$ cat src/inc/motor_protect_pkg.sv
// Overview of operation
// - clamp commanded current to the configured peak limit, zero up to model maximum
// - in position mode raise following fault when count error exceeds limit
// - following-error check active only in position mode, ignored otherwise
// - current above breaker trip level advances filter timer at base rate
// - current below breaker trip level decrements filter timer at double rate
// - timer above trip time raises low-speed fault, latched until fault reset
// - above foldback threshold, ramp output current down at foldback rate
// - foldback never latches; releases once current falls below threshold
// - foldback disabled when threshold at or above limit, or enable cleared
// - proportional and integral gains accepted as percentages 0 to 100
// - master gain scales both proportional and integral gains
// - host disables motor first; device rejects updates while motor enabled
package motor_protect_pkg;
  localparam int CUR_W = 16;
  localparam int ERR_W = 24;
  localparam int TMR_W = 24;
  localparam int GAIN_W = 8;
  localparam logic [CUR_W-1:0] MODEL_MAX_CURRENT = 16'hffff;
  localparam logic [GAIN_W-1:0] GAIN_PCT_MAX = 8'h64;
  localparam logic [GAIN_W-1:0] MASTER_UNITY = 8'h64;
  localparam logic [TMR_W-1:0] TMR_UP_STEP = 24'h000001;
  localparam logic [TMR_W-1:0] TMR_DOWN_STEP = 24'h000002;
  localparam logic [TMR_W-1:0] TMR_ZERO = 24'h000000;
  localparam logic [CUR_W-1:0] CUR_ZERO = 16'h0000;

  typedef enum logic [2:0] {
    MODE_CURRENT = 3'b001,
    MODE_VELOCITY = 3'b010,
    MODE_POSITION = 3'b100
  } drive_mode_type;

  typedef struct packed {
    logic [CUR_W-1:0] current_limit;
    logic [ERR_W-1:0] follow_limit;
    logic [CUR_W-1:0] breaker_trip_current;
    logic [TMR_W-1:0] breaker_trip_time;
    logic [CUR_W-1:0] foldback_threshold;
    logic [CUR_W-1:0] foldback_rate;
    logic foldback_enable;
    logic [GAIN_W-1:0] prop_gain;
    logic [GAIN_W-1:0] integ_gain;
    logic [GAIN_W-1:0] master_gain;
    drive_mode_type mode;
  } motor_params_type;

  typedef struct packed {
    logic follow_fault;
    logic low_speed_fault;
    logic foldback_active;
    logic update_rejected;
  } protect_status_type;
endpackage : motor_protect_pkg

$ cat src/core/motor_current_protection.sv
`timescale 1ns/1ns
module motor_current_protection
  import motor_protect_pkg::*;
(
  // clock and reset
  input wire logic clk_sys_i,
  input wire logic reset_i,
  // parameter update from host link
  input wire logic param_write_i,
  input wire motor_params_type param_data_i,
  input wire logic drive_enable_i,
  input wire logic fault_reset_i,
  // loop signals
  input wire logic [CUR_W-1:0] current_command_i,
  input wire logic [CUR_W-1:0] measured_current_i,
  input wire logic signed [ERR_W-1:0] follow_error_i,
  // outputs
  output logic [CUR_W-1:0] current_out_o,
  output logic [GAIN_W-1:0] prop_gain_eff_o,
  output logic [GAIN_W-1:0] integ_gain_eff_o,
  output motor_params_type params_o,
  output protect_status_type status_o
);
  ////////////////////////////////////////////////////////////////////////////
  function automatic logic [GAIN_W-1:0] pct_clamp(input logic [GAIN_W-1:0] g);
    pct_clamp = (g > GAIN_PCT_MAX) ? GAIN_PCT_MAX : g;
  endfunction : pct_clamp

  // master gain in percent; result kept within 0..100
  function automatic logic [GAIN_W-1:0] scale(input logic [GAIN_W-1:0] g,
                                              input logic [GAIN_W-1:0] m);
    logic [2*GAIN_W-1:0] prod;
    prod = (g * m) / MASTER_UNITY;
    scale = (prod > (2*GAIN_W)'(GAIN_PCT_MAX)) ? GAIN_PCT_MAX : prod[GAIN_W-1:0];
  endfunction : scale

  function automatic logic [CUR_W-1:0] sat_sub(input logic [CUR_W-1:0] a,
                                               input logic [CUR_W-1:0] b);
    sat_sub = (a > b) ? a - b : CUR_ZERO;
  endfunction : sat_sub

  ////////////////////////////////////////////////////////////////////////////
  motor_params_type params;
  motor_params_type next_params;
  logic [CUR_W-1:0] fold_ceiling;
  logic [CUR_W-1:0] current_out;
  logic follow_fault;
  logic low_speed_trip;
  logic rejected;

  wire accept_write = param_write_i && !drive_enable_i;
  wire reject_write = param_write_i && drive_enable_i;

  wire [CUR_W-1:0] lim_in = (param_data_i.current_limit > MODEL_MAX_CURRENT) ?
                            MODEL_MAX_CURRENT : param_data_i.current_limit;

  always_comb begin
    next_params = param_data_i;
    next_params.current_limit = lim_in;
    next_params.prop_gain = pct_clamp(param_data_i.prop_gain);
    next_params.integ_gain = pct_clamp(param_data_i.integ_gain);
  end

  always_ff @(posedge clk_sys_i or posedge reset_i) begin
    if (reset_i) begin
      params <= '{mode: MODE_CURRENT, default: '0};
      rejected <= 1'b0;
    end else begin
      if (accept_write) begin
        params <= next_params;
      end
      rejected <= reject_write || (rejected && !accept_write);
    end
  end

  ////////////////////////////////////////////////////////////////////////////
  // foldback disabled conditions
  wire fold_armed = params.foldback_enable &&
                    (params.foldback_threshold < params.current_limit);
  wire fold_over = fold_armed && (measured_current_i > params.foldback_threshold);

  // ceiling ramps down while over, snaps back once below; nothing latched
  always_ff @(posedge clk_sys_i or posedge reset_i) begin
    if (reset_i) begin
      fold_ceiling <= CUR_ZERO;
    end else if (fold_over) begin
      fold_ceiling <= sat_sub(fold_ceiling, params.foldback_rate);
    end else begin
      fold_ceiling <= params.current_limit;
    end
  end

  // clamp to peak limit and foldback ceiling
  wire [CUR_W-1:0] lim_cmd = (current_command_i > params.current_limit) ?
                             params.current_limit : current_command_i;
  wire [CUR_W-1:0] next_current_out = (fold_over && lim_cmd > fold_ceiling) ?
                                      fold_ceiling : lim_cmd;

  ////////////////////////////////////////////////////////////////////////////
  // following check in position mode only
  wire [ERR_W-1:0] err_mag = follow_error_i[ERR_W-1] ? ERR_W'(-follow_error_i) :
                             ERR_W'(follow_error_i);
  wire follow_hit = (params.mode == MODE_POSITION) && (err_mag > params.follow_limit);

  always_ff @(posedge clk_sys_i or posedge reset_i) begin
    if (reset_i) begin
      follow_fault <= 1'b0;
      current_out <= CUR_ZERO;
    end else begin
      follow_fault <= follow_hit || (follow_fault && !fault_reset_i);
      current_out <= next_current_out;
    end
  end

  breaker_timer u_breaker (
    .clk_sys_i(clk_sys_i),
    .reset_i(reset_i),
    .trip_current_i(params.breaker_trip_current),
    .trip_time_i(params.breaker_trip_time),
    .measured_i(measured_current_i),
    .clear_i(fault_reset_i),
    .timer_o(),
    .trip_o(low_speed_trip)
  );

  ////////////////////////////////////////////////////////////////////////////
  // master gain on both gains
  wire [GAIN_W-1:0] next_prop = scale(params.prop_gain, params.master_gain);
  wire [GAIN_W-1:0] next_integ = scale(params.integ_gain, params.master_gain);

  always_ff @(posedge clk_sys_i or posedge reset_i) begin
    if (reset_i) begin
      prop_gain_eff_o <= '0;
      integ_gain_eff_o <= '0;
      params_o <= '{mode: MODE_CURRENT, default: '0};
      status_o <= '0;
    end else begin
      prop_gain_eff_o <= next_prop;
      integ_gain_eff_o <= next_integ;
      params_o <= params;
      status_o <= '{follow_fault: follow_fault, low_speed_fault: low_speed_trip,
                    foldback_active: fold_over, update_rejected: rejected};
    end
  end

  assign current_out_o = current_out;
endmodule : motor_current_protection

$ cat src/core/breaker_timer.sv
`timescale 1ns/1ns
module breaker_timer
  import motor_protect_pkg::*;
(
  // clock and reset
  input wire logic clk_sys_i,
  input wire logic reset_i,
  // configuration and sample
  input wire logic [CUR_W-1:0] trip_current_i,
  input wire logic [TMR_W-1:0] trip_time_i,
  input wire logic [CUR_W-1:0] measured_i,
  input wire logic clear_i,
  // result
  output logic [TMR_W-1:0] timer_o,
  output logic trip_o
);
  logic [TMR_W-1:0] timer;
  logic [TMR_W-1:0] next_timer;
  wire above = measured_i > trip_current_i;
  wire below = measured_i < trip_current_i;
  wire at_floor = timer < TMR_DOWN_STEP;
  wire at_ceiling = timer == {TMR_W{1'b1}};

  // up at base, down twice, floor zero
  always_comb begin
    next_timer = timer;
    if (above && !at_ceiling) begin
      next_timer = timer + TMR_UP_STEP;
    end else if (below) begin
      next_timer = at_floor ? TMR_ZERO : timer - TMR_DOWN_STEP;
    end
  end

  always_ff @(posedge clk_sys_i or posedge reset_i) begin
    if (reset_i) begin
      timer <= TMR_ZERO;
      trip_o <= 1'b0;
    end else begin
      timer <= clear_i ? TMR_ZERO : next_timer;
      trip_o <= !clear_i && (trip_o || timer > trip_time_i);
    end
  end

  assign timer_o = timer;
endmodule : breaker_timer

$ cat config.mk
export PLATFORM = sky130hd
export DESIGN_NAME = motor_current_protection
export DESIGN_NICKNAME = d
export VERILOG_FILES = /design/src/inc/motor_protect_pkg.sv /design/src/core/motor_current_protection.sv /design/src/core/breaker_timer.sv
export SDC_FILE = /design/constraint.sdc
export NUM_CORES = 1
export LEC_CHECK = 0
export ABC_AREA = 1
export BUFFER_PORTS_ARGS = -buffer_cell sky130_fd_sc_hd__buf_2
export CORE_ASPECT_RATIO = 2
export CORE_UTILIZATION = 60
export CTS_BUF_LIST = sky130_fd_sc_hd__clkbuf_4
export CTS_CLUSTER_SIZE = 14
export DETAILED_ROUTE_END_ITERATION = 6
export PLACE_DENSITY = 0.89
export SYNTH_ARGS = -nofsm -noshare
export SYNTH_HDL_FRONTEND = slang
export SYNTH_SLANG_ARGS = --single-unit
export TNS_END_PERCENT = 1
$ cat constraint.sdc
create_clock -name clk_sys_i -period 17.6 [get_ports clk_sys_i]
set_input_delay 3.52 -clock clk_sys_i [delete_from_list [all_inputs] [get_ports clk_sys_i]]
set_output_delay 3.52 -clock clk_sys_i [all_outputs]
set_load 0.01 [all_outputs]
==> flow_summary.ini <==
[placement]
io_buffers = 376
gp_congestion = 0.984
place_hpwl_um = 52700

[routing]
drt_wl_total_um = 71100
drt_iter0_drc = 1365
ant_nets = 0
vias_per_cell = 5.58
post-route-drc-count = 0
vias = 22500
dr.pass1.iters = 5
wl_per_cell_um = 17.6

[sta]
clock_skew_ns = 0.104
slew_viol_final = 0
rsz0062_at_grt = false
fin_tns_setup_ns = 0
period_share_pct = 49.3
fmax_ghz = 0.115
worst_pin_slew_ns = 0.994
setup_viol = 0
hold_violations = 0
slew_headroom_pct = 33.7
fin_crit_ns = 8.67

[die]
die_height_um = 287
start_util_pct = 61.2
pin_count = 377
core-area_um2 = 39700
rows = 103
die-width_um = 144
die_area_um2 = 41300

[setup_path]
regToRegEndpoint = integ_gain_eff_o[2]
worstPathRequired_ns = 18.32
rr_startpoint = params[8]
r2r_slack_ns = 8.93
cp_common_cell = nand2_1
crit_slowest_cell = dfrtp_1
startpoint_type = flop
r2r_cells = 61
cp-end-kind = flop
path_class = flop to flop
worstPathMaxFanout = 18
critPathLaunch = params[8]
critPathArrivalTime_ns = 9.39
cpPeakStageDelay_ns = 0.77

[layout]
area_growth_pct = 14.5
multi_input_area_um2 = 12900
seqCellArea_um2 = 8990
layout-drive-gt1-share_pct = 18.7
n_fill_cell = 2990
nets = 3923

[clock_network]
ctsHtreeMaxLevel = 3
cts_max_path_buffers = 3
cts-hold-fix-buffers = 0
cts_tree = built
cts_setup_buffers = 0
clockRootBuffer = clkbuf_4
clock_latency_ns = 0.89
postCtsResizedCells = 0
clk_pin_slew_ns = 0.08
cts_sinks = 359
cts_buffers = 82

[synthesis]
synth_common_cells = 748 x nand2_1, 544 x inv_1, 357 x dfrtp_1
synthFlopType = dfrtp_1
synth_area_um2 = 24300
yosys.area.top_type = dfrtp_1
yosysTopAreaCellShare_pct = 36.8
synth_cells = 3044
synthTopCellsByArea = dfrtp_1 37%, nand2_1 12%, ha_1 11%, inv_1 8.4%, fa_1 6.0%
yosysSeqAreaShare_pct = 37.0
yosys_register_bits = 359
ys_async_sr_fraction_pct = 100
synth.distinct_cells = 61
synth_edf_count = 0
syn_area_per_cell_um2 = 7.98
synth_warnings = 0
synth_most_common_cell = nand2_1

[global_routing]
grt_pass1_wl_um = 114000
track_usage_pct = 36.2
grt_overflow_total = 0
grt_max_degree = 156
antenna_found_initial = 18
grt_pass1_vias = 23100

[run_status]
status = complete, no violations

[min_path]
min_from = params[93]
holdPathStages = 0
hp-class = flop to flop
worst_hold_path.endpoint = params_o[93]

[flow_run]
maxCapViolCount = 0
cells in the final DEF, fill, tap and decap left out, types with 10 or more instances in the layout:
cell type	n
nand2_1	748
inv_1	543
buf_2	376
dfrtp_1	357
o21ai_0	232
ha_1	219
nand3_1	132
nor2_1	129
clkbuf_4	105
a21oi_1	95
fa_1	73
xor2_1	68
nand2_2	60
nand4_1	52
nor3_1	33
o22ai_1	25
clkinv_1	24
inv_2	19
diode_2	17
nand3_2	17
nand2_4	15
xnor2_1	14
o21ai_1	11
a31oi_1	10
clkinv_2	10
worst max-delay path: cells and delay by family, from the launching register on:
kind	cells	cell delay, ns
compound gates	1	0.25
fa+ha+maj	5	2.43
flops	1	0.77
buf+inv	5	0.35
simple gates	50	4.75
area by class of cell:
type | instances | area share [%]
sequential | 359 | 32.3
tap | 525 | 2.36
timing repair buffer | 384 | 7.03
multi-input combinational | 2039 | 46.3
clock inverter | 44 | 1.33
clock buffer | 105 | 2.83
antenna | 17 | 0.153
inverter | 564 | 7.64
routing by layer:
layer | global-route usage [%] | wire (µm) | vias to the layer above | part of all wire, %
met3 | 10.4 | 5970 | 344 | 8.4
met4 | 25.3 | 4910 | 8 | 6.9
li1 | - | - | 10500 | -
met1 | 37.5 | 24300 | 10600 | 34
met2 | 61.9 | 35900 | 1093 | 50
met5 | 1.22 | 57 | - | 0.080
state kept, by name, summed over array words and instances (netlist names), named ones only:
| name | cells |
|---|---|
| current_out_o | 16 |
| fold_ceiling | 16 |
| follow_fault | 1 |
| integ_gain_eff_o | 8 |
| params | 140 |
| params_o | 140 |
| prop_gain_eff_o | 8 |
| status_o | 4 |
| u_breaker.timer_o | 24 |
| u_breaker.trip_o | 1 |
through the flow:
step	hold slack (ns)	cell area (µm²)	setup WS, ns	utilization, %	instances
after floorplan	0.352	24300	4.12	-	3045
after global placement	0.355	26600	9.27	67.0	3871
after global routing	0.358	27800	7.97	70.0	4032
after CTS	0.332	27800	8.97	70.0	4020
final	0.341	27800	8.93	70.1	4037
after detailed placement	0.358	26600	9.04	67.0	3871
worst max path at each step:
stage	end	slack, ns	cells past startpoint
detailed placement	prop_gain_eff_o[5]	9.04	52
CTS	integ_gain_eff_o[2]	8.97	61
finish	integ_gain_eff_o[2]	8.93	61
floorplan	asynchronous set/reset pin	4.12	1
global placement	prop_gain_eff_o[2]	9.27	54
global route	prop_gain_eff_o[5]	7.97	56
cells by family (layout without fill, tap and decap cells):
logic type / count (synthesis) / count (layout) / synth area share, %
compound gates: 429 / 429 / 9.75
buf+inv: 647 / 1097 / 10.0
fa+ha+maj: 292 / 292 / 17.3
flops: 359 / 359 / 37.0
simple gates: 1233 / 1233 / 22.9
other cells: 1 / 19 / 0.0154
xor+xnor: 83 / 83 / 3.02
Power is left out: the tool's default activity adds up to more than one toggle a clock period on the data nets, which glitch-free logic cannot reach.
